`src/esc_pkg.sv`:
```
// Package for the external SRAM controller: grades, timing, types
// Function
// - Read is select low, strobe high; device shows word at address.
// - Write is a low strobe pulse while selected; stored at rising edge.
// - Address and select stable before strobe falls: 0 ns, 1 ns slow grade.
// - Write strobe held low at least 8/10/10 ns by grade.
// - Write data stable 6/8/8 ns before strobe rises.
// - Data, address and select held 1 ns after strobe rises.
`default_nettype none
package esc_pkg;
  localparam int ADDR_W = 18;
  localparam int DATA_W = 4;
  localparam int CLK_PS = 25000;

  typedef enum logic [1:0] {
    GRADE_FAST = 2'h0,
    GRADE_MID  = 2'h1,
    GRADE_SLOW = 2'h2
  } esc_grade_t;

  // Times in picoseconds, one column per grade where the grades differ
  localparam int T_AA_PS   [3] = '{10000, 12000, 15000};
  localparam int T_ACS_PS  [3] = '{5000, 6000, 7000};
  localparam int T_RCS_PS  [3] = '{5000, 6000, 7000};
  localparam int T_OH_PS       = 2500;
  localparam int T_WSA_PS  [3] = '{0, 0, 1000};
  localparam int T_W_PS    [3] = '{8000, 10000, 10000};
  localparam int T_WSD2_PS [3] = '{6000, 8000, 8000};
  localparam int T_WH_PS       = 1000;
  localparam int T_WS_PS       = 6000;
  localparam int T_WR_PS   [3] = '{12000, 14000, 16000};

  // Least times round up, at least one cycle
  function automatic int min_cyc(input int ps);
    int c;
    c = (ps + CLK_PS - 1) / CLK_PS;
    return (c < 1) ? 1 : c;
  endfunction

  // Longest waits round up too: controller must wait past them
  function automatic int wait_cyc(input int ps);
    return min_cyc(ps);
  endfunction

  localparam logic [3:0] CNT_ONE = 4'h1;

  typedef struct packed {
    logic              write;
    logic [ADDR_W-1:0] addr;
    logic [DATA_W-1:0] wdata;
  } esc_req_t;

  typedef struct packed {
    logic [ADDR_W-1:0] word_address;
    logic [DATA_W-1:0] write_data_in;
    logic              select_n;
    logic              write_strobe_n;
  } esc_pins_t;

  typedef enum logic [2:0] {
    ST_IDLE  = 3'h0,
    ST_SETUP = 3'h1,
    ST_PULSE = 3'h3,
    ST_HOLD  = 3'h2,
    ST_WAIT  = 3'h6
  } esc_state_t;
endpackage
`default_nettype wire

```
`src/esc_ctrl.sv`:
```
// Controller that drives the asynchronous 256K x 4 SRAM pins
`default_nettype none
module esc_ctrl
  import esc_pkg::*;
#(
  parameter esc_grade_t GRADE = GRADE_FAST
) (
  input  wire logic                      clk,
  input  wire logic                      rst,
  input  wire esc_pkg::esc_req_t         req,
  input  wire logic                      req_valid,
  output logic                           req_ready,
  output logic     [esc_pkg::DATA_W-1:0] rd_data,
  output logic                           rd_valid,
  output esc_pkg::esc_pins_t             pins,
  input  wire logic [esc_pkg::DATA_W-1:0] read_data_out
);
  // Cycle counts per grade
  localparam logic [3:0] C_AA   = 4'(min_cyc(T_AA_PS[GRADE]));
  localparam logic [3:0] C_OH   = 4'(min_cyc(T_OH_PS));
  localparam logic [3:0] C_SU   = 4'(min_cyc(T_WSA_PS[GRADE]));
  localparam int         C_WI   = min_cyc(T_W_PS[GRADE]) >
                                  min_cyc(T_WSD2_PS[GRADE]) ?
                                  min_cyc(T_W_PS[GRADE]) :
                                  min_cyc(T_WSD2_PS[GRADE]);
  localparam logic [3:0] C_W    = 4'(C_WI);
  localparam logic [3:0] C_HOLD = 4'(min_cyc(T_WH_PS));
  localparam logic [3:0] C_RCS  = 4'(wait_cyc(T_RCS_PS[GRADE]));
  localparam logic [3:0] C_ACS  = 4'(wait_cyc(T_ACS_PS[GRADE]));
  // Data passes two sync flops after the pins settle
  localparam logic [3:0] C_SYNC = 4'h2;

  esc_state_t        state_reg, state_next;
  esc_pins_t         pins_reg, pins_next;
  logic [3:0]        cnt_reg, cnt_next;
  logic              is_rd_reg, is_rd_next;
  logic [DATA_W-1:0] rd_data_reg, rd_data_next;
  logic              rd_valid_reg, rd_valid_next;
  logic [DATA_W-1:0] q_sync;

  // Pin inputs come from another timing domain
  esc_sync #(
    .W (DATA_W)
  ) u_sync (
    .clk (clk),
    .rst (rst),
    .d   (read_data_out),
    .q   (q_sync)
  );

  assign req_ready = (state_reg == ST_IDLE);
  assign pins      = pins_reg;
  assign rd_data   = rd_data_reg;
  assign rd_valid  = rd_valid_reg;

  // Sequencer: one access at a time, select dropped between accesses
  always_comb begin
    state_next    = state_reg;
    pins_next     = pins_reg;
    cnt_next      = cnt_reg;
    is_rd_next    = is_rd_reg;
    rd_data_next  = rd_data_reg;
    rd_valid_next = 1'b0;
    case (state_reg)
      ST_IDLE: begin
        if (req_valid) begin
          pins_next.word_address   = req.addr;
          pins_next.write_data_in  = req.wdata;
          pins_next.select_n       = 1'b0;
          pins_next.write_strobe_n = 1'b1;
          is_rd_next               = ~req.write;
          state_next               = ST_SETUP;
          // Read waits for the slower of address and select access
          if (!req.write) begin
            cnt_next = ((C_AA > C_ACS) ? C_AA : C_ACS) + C_SYNC;
          end else begin
            cnt_next = C_SU;
          end
        end
      end
      ST_SETUP: begin
        if (cnt_reg > CNT_ONE) begin
          cnt_next = cnt_reg - CNT_ONE;
        end else if (is_rd_reg) begin
          // Sample after access time; old data ignored per hold window
          rd_data_next  = q_sync;
          rd_valid_next = 1'b1;
          pins_next.select_n = 1'b1;
          cnt_next      = C_RCS + C_OH;
          state_next    = ST_WAIT;
        end else begin
          pins_next.write_strobe_n = 1'b0;
          cnt_next   = C_W;
          state_next = ST_PULSE;
        end
      end
      ST_PULSE: begin
        if (cnt_reg > CNT_ONE) begin
          cnt_next = cnt_reg - CNT_ONE;
        end else begin
          // Rising edge stores the word
          pins_next.write_strobe_n = 1'b1;
          cnt_next   = C_HOLD;
          state_next = ST_HOLD;
        end
      end
      ST_HOLD: begin
        if (cnt_reg > CNT_ONE) begin
          cnt_next = cnt_reg - CNT_ONE;
        end else begin
          // Address, data, select held; now deselect
          pins_next.select_n = 1'b1;
          cnt_next   = C_RCS;
          state_next = ST_WAIT;
        end
      end
      ST_WAIT: begin
        // Outputs settle low before the next access
        if (cnt_reg > CNT_ONE) begin
          cnt_next = cnt_reg - CNT_ONE;
        end else begin
          state_next = ST_IDLE;
        end
      end
      default: begin
        state_next = ST_IDLE;
      end
    endcase
  end

  // Registers only; pins idle deselected
  always_ff @(posedge clk or posedge rst) begin
    if (rst) begin
      state_reg    <= ST_IDLE;
      pins_reg     <= '{word_address: '0, write_data_in: '0,
                        select_n: 1'b1, write_strobe_n: 1'b1};
      cnt_reg      <= '0;
      is_rd_reg    <= 1'b0;
      rd_data_reg  <= '0;
      rd_valid_reg <= 1'b0;
    end else begin
      state_reg    <= state_next;
      pins_reg     <= pins_next;
      cnt_reg      <= cnt_next;
      is_rd_reg    <= is_rd_next;
      rd_data_reg  <= rd_data_next;
      rd_valid_reg <= rd_valid_next;
    end
  end
endmodule
`default_nettype wire

```
`src/esc_sync.sv`:
```
// Two-flop synchroniser for the read-data pins
`default_nettype none
module esc_sync #(
  parameter int W = 4
) (
  input  wire logic         clk,
  input  wire logic         rst,
  input  wire logic [W-1:0] d,
  output logic      [W-1:0] q
);
  logic [W-1:0] meta_reg;

  // First stage read only by second
  always_ff @(posedge clk or posedge rst) begin
    if (rst) begin
      meta_reg <= '0;
      q        <= '0;
    end else begin
      meta_reg <= d;
      q        <= meta_reg;
    end
  end
endmodule
`default_nettype wire

```
`config.mk`:
```
export PLATFORM = sky130hd
export DESIGN_NAME = esc_ctrl
export DESIGN_NICKNAME = d
export VERILOG_FILES = /design/src/esc_pkg.sv /design/src/esc_ctrl.sv /design/src/esc_sync.sv
export SDC_FILE = /design/constraint.sdc
export NUM_CORES = 1
export LEC_CHECK = 0
export ABC_AREA = 1
export CAP_MARGIN = 20
export CORE_MARGIN = 2
export CORE_UTILIZATION = 55
export DETAILED_ROUTE_END_ITERATION = 6
export DONT_BUFFER_PORTS = 1
export PLACE_DENSITY = 0.68
export SYNTH_ARGS = -nofsm -noshare
export SYNTH_HDL_FRONTEND = slang
export SYNTH_SLANG_ARGS = --single-unit
export TNS_END_PERCENT = 10
```
`constraint.sdc`:
```
create_clock -name clk -period 1.65 [get_ports clk]
set_input_delay 0.0825 -clock clk [delete_from_list [all_inputs] [get_ports clk]]
set_output_delay 0.0825 -clock clk [all_outputs]
set_load 0.01 [all_outputs]
```
==> results of run 1 <==
-- layer usage --
| layer | up-vias | GRT usage, % | part of all wire (%) |
|---|---|---|---|
| met5 | - | 0 | 0 |
| met4 | 0 | 9.24 | 2.4 |
| met2 | 58 | 38.0 | 52 |
| li1 | 760 | - | - |
| met1 | 721 | 26.3 | 40 |
| met3 | 11 | 7.04 | 5.4 |
-- critical path, delay by kind of cell (launching register included) --
family	cells	cell delay, ns
compound gates	1	0.13
fa+ha+maj	1	0.16
buf+inv	3	0.22
flops	1	0.44
simple gates	5	0.50
-- synthesized netlist by cell type --
cell type | count | area share, %
nand2_1 | 61 | 12
dfrtp_1 | 43 | 55
inv_1 | 37 | 7.1
o21ai_1 | 21 | 5.3
nor2_1 | 17 | 3.2
nand2_2 | 8 | 2.5
o21ai_0 | 8 | 2.0
inv_2 | 5 | 0.95
nand3_1 | 5 | 1.3
a21oi_1 | 3 | 0.76
buf_4 | 2 | 0.76
buf_6 | 2 | 1.1
dfstp_2 | 2 | 2.7
ha_1 | 2 | 1.3
nor2_4 | 2 | 1.1
nor3_1 | 2 | 0.51
o21bai_1 | 2 | 0.76
clkbuf_2 | 1 | 0.25
nand3_2 | 1 | 0.51
nand4_1 | 1 | 0.32
nor4_2 | 1 | 0.64
xor2_1 | 1 | 0.45
-- area by class of cell --
| type | instances | share of cell area [%] |
|---|---|---|
| Inverter | 42 | 6.46 |
| Sequential cell | 45 | 46.3 |
| Timing Repair Buffer | 34 | 13.3 |
| Clock buffer | 5 | 1.54 |
| Multi-Input combinational cell | 135 | 27.3 |
| Clock inverter | 3 | 2.67 |
| Tap cell | 46 | 2.36 |
-- through the flow --
| step | cell area [um^2] | std cells |
|---|---|---|
| after floorplan | 1970 | 227 |
| after global placement | 2030 | 273 |
| after detailed placement | 2030 | 273 |
| after CTS | 2410 | 309 |
| after global routing | 2440 | 310 |
| final | 2440 | 310 |
-- cells by family after synthesis --
kind of cell / share of synthesized area [%]
and+or+nand+nor: 21.8
buffers and inverters: 10.2
DFF: 57.4
AOI/OAI and AO/OA: 8.91
adders and majority gates: 1.27
xor gates and xnor gates: 0.445
-- how the worst max path moves through the flow --
stage | cells past startpoint | to
3_3_place_gp | 10 | cnt_reg[2]
3_5_place_dp | 10 | cnt_reg[2]
4_1_cts | 10 | state_reg[0]
2_1_floorplan | 10 | cnt_reg[2]
5_1_grt | 10 | state_reg[1]
6_report | 10 | state_reg[0]
-- report_power, final --
| part | switching, mW | internal (mW) |
|---|---|---|
| clock | 0.338 | 0.469 |
| sequential | 0.540 | 1.56 |
| combinational | 1.07 | 0.668 |
| total | 1.95 | 2.70 |
-- repair_timing --
item / in CTS / in global routing
hold buffers: 28 / 0
setup endpoints to repair: 0 / 7
resized for setup: 0 / 5
buffers inserted: 0 / 1
endpoints found under the hold margin: 45 / 0
==> flow_metrics.env, run 1 <==
export IMPL_drv_cap=0
export IMPL_hold_ws_ns=0.173
export IMPL_hp_start="req_valid"
export IMPL_power_per_cell_area_mw_per_mm2=1910
export IMPL_grt_use_total_pct=22.4
export IMPL_avgSynthCellArea_um2=8.66
export IMPL_cts_buffers=5
export IMPL_outcome="complete, no violations"
export IMPL_cp_startpoint="cnt_reg[0]"
export IMPL_vias_per_cell=5.00
export IMPL_multi_input_area_um2=667
export IMPL_fin_ws_ns=0.120
export IMPL_wl_per_cell_um=13.2
export IMPL_worst_pin_slew_ns=0.674
export IMPL_cts_sinks=45
export IMPL_critical_path_required_ns=1.92
export IMPL_root_buffer="clkbuf_4"
export IMPL_htree_levels=2
export IMPL_drive_gt1_share_pct=13.6
export IMPL_setup_violations=0
export IMPL_hold_violations=0
export IMPL_hold_depth=5
export IMPL_clk_pin_slew_ns=0.13
export IMPL_dieArea_mm2=0.00407
export IMPL_cp_common_cell="inv_1"
export IMPL_grt_pass1_wl_um=6950
export IMPL_power_total_mw=4.65
export IMPL_vias=1550
export IMPL_rr_worst_depth=10
export IMPL_crit_arrival_ns=1.80
export IMPL_min_to="cnt_reg[2]"
export IMPL_cp_start_kind="flop"
export IMPL_fin_tns_setup_ns=0
export IMPL_drt_first_pass_iters=4
export IMPL_critical_path_class="reg2reg"
export IMPL_grt_pass1_vias=1471
export IMPL_gp_congestion=0.927
export IMPL_crit_path_end_kind="flop"
export IMPL_diodes=0
export IMPL_cp_max_fo=6
export IMPL_syn_to_final_growth_pct=24.0
export IMPL_hp_class="in2reg"
export IMPL_drc_errors=0
export IMPL_fmax_mhz=653
export IMPL_pre_cts_ws_ns=0.0472
export IMPL_period_share_pct=92.7
export IMPL_worstReg2RegStart="cnt_reg[0]"
export IMPL_syn_inst=227
export IMPL_dpl_hpwl_um=2790
export IMPL_overflow=0
export IMPL_max_stage_delay_ns=0.44
export IMPL_portBuffers=0
export IMPL_synth_distinct_cells=22
export IMPL_antenna_found_initial=0
export IMPL_reg2reg_to="state_reg[0]"
export IMPL_slew_viol_final=0
export IMPL_totalWireLength_um=4100
export IMPL_ys_ff_latch=45
export IMPL_ioPinCount=60
export IMPL_fp_dieH_um=63.8
export IMPL_final_cell_mix="nand2_1 (60), dfrtp_1 (43), inv_1 (35)"
export IMPL_rsz0062_at_grt="no"
export IMPL_ctsLongestPathBuffers=2
export IMPL_layout_commonest_cell="nand2_1"
export IMPL_ir_drop_v=0.00114
export IMPL_ys_warn_count=0
export IMPL_crit_path_top_delay_cell="dfrtp_1"
export IMPL_grt_max_degree=25
export IMPL_initial_core_util_pct=58.0
export IMPL_p_leak_nw=1.23
export IMPL_fillers=245
export IMPL_r2r_slack_ns=0.12
export IMPL_largest_reg_flops=24
export IMPL_worst_clock_skew_ns=0.0139
export IMPL_slew_headroom_pct=54.8
export IMPL_fin_util_pct=71.9
export IMPL_drt_iter0_drc=89
export IMPL_clk_latency_ns=0.35
export IMPL_num_nets_final=295
export IMPL_min_period_ns=1.53
export IMPL_cts_tree="yes"
export IMPL_syn_nets=259
export IMPL_syn_area_mm2=0.00197
export IMPL_crit_chain="inv_1 > ha_4 > inv_1 > nand2_1 > nand2_2 > nand2_2 > inv_1 > nor2_4 > nand2_1 > o21ai_1"
export IMPL_regArea_mm2=0.00113
export IMPL_seq_area_frac_synth_pct=57.4
export IMPL_ant_nets=0
export IMPL_coreArea_mm2=0.00339
export IMPL_rows=21
export IMPL_die_x_um=63.8
Note: power is estimated with default switching activity, not from simulation.
==> run 2: changes to the inputs <==
--- a/config.mk
+++ b/config.mk
@@ -5,7 +5,6 @@
 export SDC_FILE = /design/constraint.sdc
 export NUM_CORES = 1
 export LEC_CHECK = 0
-export ABC_AREA = 1
 export CAP_MARGIN = 20
 export CORE_MARGIN = 2
 export CORE_UTILIZATION = 55
@@ -15,4 +14,3 @@
 export SYNTH_ARGS = -nofsm -noshare
 export SYNTH_HDL_FRONTEND = slang
 export SYNTH_SLANG_ARGS = --single-unit
-export TNS_END_PERCENT = 10
==> run 2 against run 1 <==
Sequential share of layout area fell by 1.9 points. Largest cell class unchanged. Wire length up 17%. Fmax decreased by 5.0%. Critical endpoint is now cnt_reg[0].
==> flow_metrics.env, run 2 <==
export IMPL_outcome="complete, no violations"
export IMPL_syn_to_final_growth_pct=32.4
export IMPL_drt_iter0_drc=81
export IMPL_syn_area_mm2=0.00192
export IMPL_p_leak_nw=1.23
export IMPL_crit_arrival_ns=1.85
export IMPL_cts_buffers=5
export IMPL_synth_area_leaders="dfrtp_1 (56%), nand2_1 (14%), a21oi_1 (2.9%), dfstp_2 (2.7%), mux2_2 (2.3%)"
export IMPL_vias=1570
export IMPL_worst_clock_skew_ns=0.0109
export IMPL_initial_core_util_pct=57.6
export IMPL_crit_path_end_kind="flop"
export IMPL_slew_viol_final=0
export IMPL_ys_async_sr_fraction_pct=100
export IMPL_hold_violations=0
export IMPL_ioPinCount=60
export IMPL_overflow=0
export IMPL_totalWireLength_um=4800
export IMPL_layout_commonest_cell="nand2_1"
export IMPL_yosys_area_top_type="dfrtp_1"
export IMPL_yosysMostFrequentCell="nand2_1"
export IMPL_crit_chain="inv_2 > ha_4 > nor2_1 > buf_4 > o21ai_1 > buf_4 > a21oi_1 > o22a_1"
export IMPL_fmax_mhz=621
export IMPL_ys_ff_latch=45
export IMPL_worst_pin_slew_ns=0.713
export IMPL_grt_use_total_pct=24.9
export IMPL_min_period_ns=1.61
export IMPL_period_share_pct=97.7
export IMPL_portBuffers=0
export IMPL_fillers=231
export IMPL_avgSynthCellArea_um2=9.81
export IMPL_seq_area_frac_synth_pct=58.7
export IMPL_diodes=0
export IMPL_crit_path_top_delay_cell="dfrtp_2"
export IMPL_synth_ff_type="dfrtp_1"
export IMPL_coreArea_mm2=0.00334
export IMPL_power_per_cell_area_mw_per_mm2=1870
export IMPL_setup_violations=0
export IMPL_grt_pass1_vias=1685
export IMPL_synth_common_cells="nand2_1 (70), dfrtp_1 (43), a21oi_1 (11), nor2_1 (10), o21ai_0 (5)"
export IMPL_grt_max_degree=24
export IMPL_cts_sinks=45
export IMPL_placed_area_mm2=0.00206
export IMPL_cp_max_fo=4
export IMPL_fin_util_pct=76.3
export IMPL_largest_reg_flops=24
export IMPL_ant_nets=0
export IMPL_slew_headroom_pct=52.2
export IMPL_clk_latency_ns=0.35
export IMPL_dieArea_mm2=0.00398
export IMPL_wl_per_cell_um=16.4
export IMPL_syn_nets=228
export IMPL_power_total_mw=4.76
export IMPL_hp_class="in2reg"
export IMPL_synth_distinct_cells=37
export IMPL_num_nets_final=277
export IMPL_crit_family="compound AO/OA/AOI/OAI gates"
export IMPL_critPathBufInv=3
export IMPL_gp_congestion=0.867
export IMPL_final_cells=292
export IMPL_pre_cts_ws_ns=-0.0934
export IMPL_drt_first_pass_iters=4
export IMPL_synth_edf_count=0
export IMPL_root_buffer="clkbuf_4"
export IMPL_critical_path_required_ns=1.89
export IMPL_drv_cap=0
export IMPL_ir_drop_v=0.00104
export IMPL_fin_ws_ns=0.0388
export IMPL_dpl_hpwl_um=2900
export IMPL_place_inst=249
export IMPL_syn_inst=196
export IMPL_max_stage_delay_ns=0.46
export IMPL_die_x_um=63.1
export IMPL_fp_dieH_um=63.1
export IMPL_final_cell_mix="nand2_1 (69), dfrtp_1 (42), dlygate4sd3_1 (30)"
export IMPL_htree_levels=2
export IMPL_drc_errors=0
export IMPL_cp_common_cell="buf_4"
export IMPL_clk_pin_slew_ns=0.12
export IMPL_antenna_found_initial=0
export IMPL_ctsLongestPathBuffers=2
export IMPL_rows=21
export IMPL_ys_warn_count=0
export IMPL_synth_top_area_share_pct=56.0
export IMPL_fin_area_mm2=0.00254
export IMPL_grt_pass1_wl_um=7590
export IMPL_vias_per_cell=5.38
export IMPL_cp_start_kind="flop"
export IMPL_cts_tree="yes"
export IMPL_critical_path_class="reg2reg"
export IMPL_drive_gt1_share_pct=20.3
==> run 2: cell count changes in the layout (fill, tap and decap cells not counted), sizes merged, moves of 3 or more <==
cell / before / now
inv: 41 / 3
a21o: 0 / 3
nor2: 19 / 11
a21oi: 3 / 11
o21ai: 29 / 6
mux2: 0 / 4
nor3: 2 / 6
buf: 6 / 20
==> run 2: worst paths after layout <==
| path | start | to | slack, ns | cells past startpoint |
|---|---|---|---|---|
| max | cnt_reg[0] | cnt_reg[0] | 0.04 | 8 |
| max in group asynchronous | rst | u_sync.meta_reg[2] | 0.89 | 3 |
| min reg2reg | u_sync.meta_reg[2] | u_sync.q[2] | 0.36 | 0 |
| min in group asynchronous | rst | state_reg[0] | 0.20 | 2 |
| max reg2reg | cnt_reg[0] | cnt_reg[0] | 0.04 | 8 |
| min | req[22] | cnt_reg[1] | 0.05 | 4 |
==> run 2: timing repair <==
item,CTS,global route
hold buffers,29,1
buffers inserted,1,4
endpoints found under the hold margin,48,1
resized for setup,2,17
pin swaps,1,4
setup endpoints to repair,6,18
==> run 2: cell families (layout without fill, tap and decap cells) <==
group / Yosys count / in the layout / share of synthesized area, %
AND/OR/NAND/NOR: 101 / 101 / 23.4
flip-flops: 45 / 45 / 58.7
AO/OA/AOI/OAI: 30 / 30 / 10.0
buffers and inverters: 12 / 62 / 3.19
multiplexers: 6 / 6 / 3.39
adder cells (fa/ha/maj): 2 / 2 / 1.30
==> run 2: area by class of cell <==
class	count	area [um^2]	share of cell area, %
clock buffer	6	41.3	1.62
clock inverter	2	38.8	1.52
inverter	4	15.0	0.590
multi-input combinational	139	796	31.3
sequential	45	1130	44.4
tap	46	57.6	2.26
timing repair buffer	50	467	18.3
==> run 2: routing by layer <==
layer  global-route usage [%]  wire length [um]
met4                     10.8                99
met1                     28.1              1810
met2                     43.2              2600
met3                     7.86               291
met5                        0                 0
==> run 2: power breakdown <==
group,switching (mW),internal (mW)
Combinational,1.09,0.969
Clock,0.337,0.323
Sequential,0.506,1.54
==> run 2: through the flow <==
stage | hold slack, ns | TNS (ns)
detailed placement | 0.0371 | -0.434
global placement | 0.0161 | -0.0761
finish | 0.0515 | 0
global route | 0.0607 | -0.0597
floorplan | 0.114 | 0
CTS | 0.0390 | 0
==> run 2: worst min-delay path, cell delays in order <==
cell and delay [ns]:
nand3_1 0.05, o21ai_0 0.07, a21o_1 0.09, o31ai_1 0.06
==> run 3: changes to the inputs <==
--- a/config.mk
+++ b/config.mk
@@ -10,7 +10,8 @@
 export CORE_UTILIZATION = 55
 export DETAILED_ROUTE_END_ITERATION = 6
 export DONT_BUFFER_PORTS = 1
-export PLACE_DENSITY = 0.68
+export PLACE_DENSITY_LB_ADDON = 0.1
+export RECOVER_POWER = 25
 export SYNTH_ARGS = -nofsm -noshare
 export SYNTH_HDL_FRONTEND = slang
 export SYNTH_SLANG_ARGS = --single-unit
==> run 3 against run 2 <==
Clock power shrank 8.5%. Via count is 2.7% lower. Sequential power is essentially flat. Die area unchanged. Critical path type unchanged. Largest power group is now sequential cells.
==> flow_metrics.env, run 3 (same netlist as run 2, synthesis figures left out) <==
export IMPL_outcome="complete, no violations"
export IMPL_dpl_hpwl_um=2750
export IMPL_crit_path_top_delay_cell="dfrtp_1"
export IMPL_cts_tree="yes"
export IMPL_period_share_pct=99.1
export IMPL_worst_pin_slew_ns=0.628
export IMPL_gp_congestion=0.889
export IMPL_power_per_cell_area_mw_per_mm2=1850
export IMPL_largest_reg_flops=24
export IMPL_final_cells=287
export IMPL_ir_drop_v=0.00106
export IMPL_p_leak_nw=1.20
export IMPL_power_total_mw=4.59
export IMPL_crit_chain="buf_6 > ha_4 > or2_4 > nand2_4 > nor3_4 > buf_4 > mux2_4"
export IMPL_slew_headroom_pct=57.9
export IMPL_coreArea_mm2=0.00334
export IMPL_vias_per_cell=5.32
export IMPL_fmax_mhz=611
export IMPL_cts_sinks=45
export IMPL_num_nets_final=272
export IMPL_clk_pin_slew_ns=0.13
export IMPL_crit_family="flip-flops"
export IMPL_dieArea_mm2=0.00398
export IMPL_ctsLongestPathBuffers=2
export IMPL_ant_nets=0
export IMPL_clk_latency_ns=0.36
export IMPL_root_buffer="clkbuf_4"
export IMPL_drc_errors=0
export IMPL_setup_violations=0
export IMPL_crit_path_end_kind="flop"
export IMPL_fp_dieH_um=63.1
export IMPL_grt_pass1_vias=1603
export IMPL_drive_gt1_share_pct=18.3
export IMPL_grt_pass1_wl_um=7420
export IMPL_totalWireLength_um=4350
export IMPL_hp_class="in2reg"
export IMPL_drt_first_pass_iters=4
export IMPL_wl_per_cell_um=15.2
export IMPL_die_x_um=63.1
export IMPL_fillers=254
export IMPL_portBuffers=0
export IMPL_initial_core_util_pct=57.6
export IMPL_worst_clock_skew_ns=0.00630
export IMPL_final_cell_mix="nand2_1 (70), dfrtp_1 (43), dlygate4sd3_1 (29)"
export IMPL_slew_viol_final=0
export IMPL_cp_start_kind="flop"
export IMPL_drv_cap=0
export IMPL_cts_buffers=5
export IMPL_vias=1527
export IMPL_hold_violations=0
export IMPL_critPathBufInv=2
export IMPL_antenna_found_initial=0
export IMPL_rows=21
export IMPL_critical_path_required_ns=1.90
export IMPL_critical_path_class="reg2reg"
export IMPL_crit_arrival_ns=1.89
export IMPL_rsz0062_at_grt="yes"
export IMPL_htree_levels=2
export IMPL_layout_commonest_cell="nand2_1"
export IMPL_place_inst=246
export IMPL_grt_max_degree=28
export IMPL_syn_to_final_growth_pct=28.8
export IMPL_drt_iter0_drc=69
export IMPL_cp_max_fo=4
export IMPL_fin_tns_setup_ns=0
export IMPL_diodes=0
export IMPL_ioPinCount=60
export IMPL_min_period_ns=1.64
export IMPL_overflow=0
export IMPL_max_stage_delay_ns=0.42
export IMPL_grt_use_total_pct=24.3
==> run 3: report_power, final <==
part           internal [mW]  total [mW]  switching, mW
Sequential              1.53        2.03          0.501
Combinational          0.910        1.95           1.04
Clock                  0.255       0.604          0.349
Total                   2.70        4.59           1.89
==> run 3: path summary, 6_finish.rpt <==
kind	from	endpoint	slack (ns)	depth (start not counted)
worst max-delay path	cnt_reg[0]	rd_data[0]	0.01	7
worst min-delay path	req_valid	pins[1]	0.04	4
worst max register to register	cnt_reg[0]	rd_data[0]	0.01	7
worst min register to register	u_sync.meta_reg[0]	u_sync.q[0]	0.37	0
max in group asynchronous	rst	is_rd_reg	0.51	3
min in group asynchronous	rst	u_sync.meta_reg[2]	0.17	2
==> run 3: per-stage QoR <==
step	worst slack [ns]	utilization, %	hold WS, ns	cell area, um^2
after floorplan	0.0362	-	0.114	1920
after global placement	-0.00987	61.0	0.0102	2040
after detailed placement	-0.0702	61.0	0.0273	2040
after CTS	-0.00566	72.1	0.0237	2410
after global routing	-0.0388	74.2	0.0397	2480
final	0.0141	74.2	0.0409	2480
==> run 3: timing repair <==
item,4_1_cts,5_1_grt
setup endpoints to repair,8,10
gates resized for setup,2,16
hold buffers,29,0
pin swaps,1,3
buffers inserted,1,3
hold endpoints to repair,73,0
==> run 3: layout make-up <==
cell class	instances	area, um^2	area share [%]
sequential	45	1130	45.6
clock buffer	7	65.1	2.63
inverter	4	15.0	0.606
tap	46	57.6	2.32
multi-input combinational	139	786	31.7
timing repair buffer	45	415	16.8
clock inverter	1	8.76	0.354
==> run 3: tightest hold or removal path, delay by kind of cell <==
| family | cells | cell delay, ns |
|---|---|---|
| AND/OR/NAND/NOR | 2 | 0.10 |
| AO/OA/AOI/OAI | 2 | 0.19 |
==> run 3: per-layer routing <==
metal	vias to the layer above	global-route usage, %	wire (um)
met5	-	0	0
li1	729	-	-
met4	0	6.67	66
met1	741	30.7	1780
met3	9	7.14	242
met2	48	40.7	2260
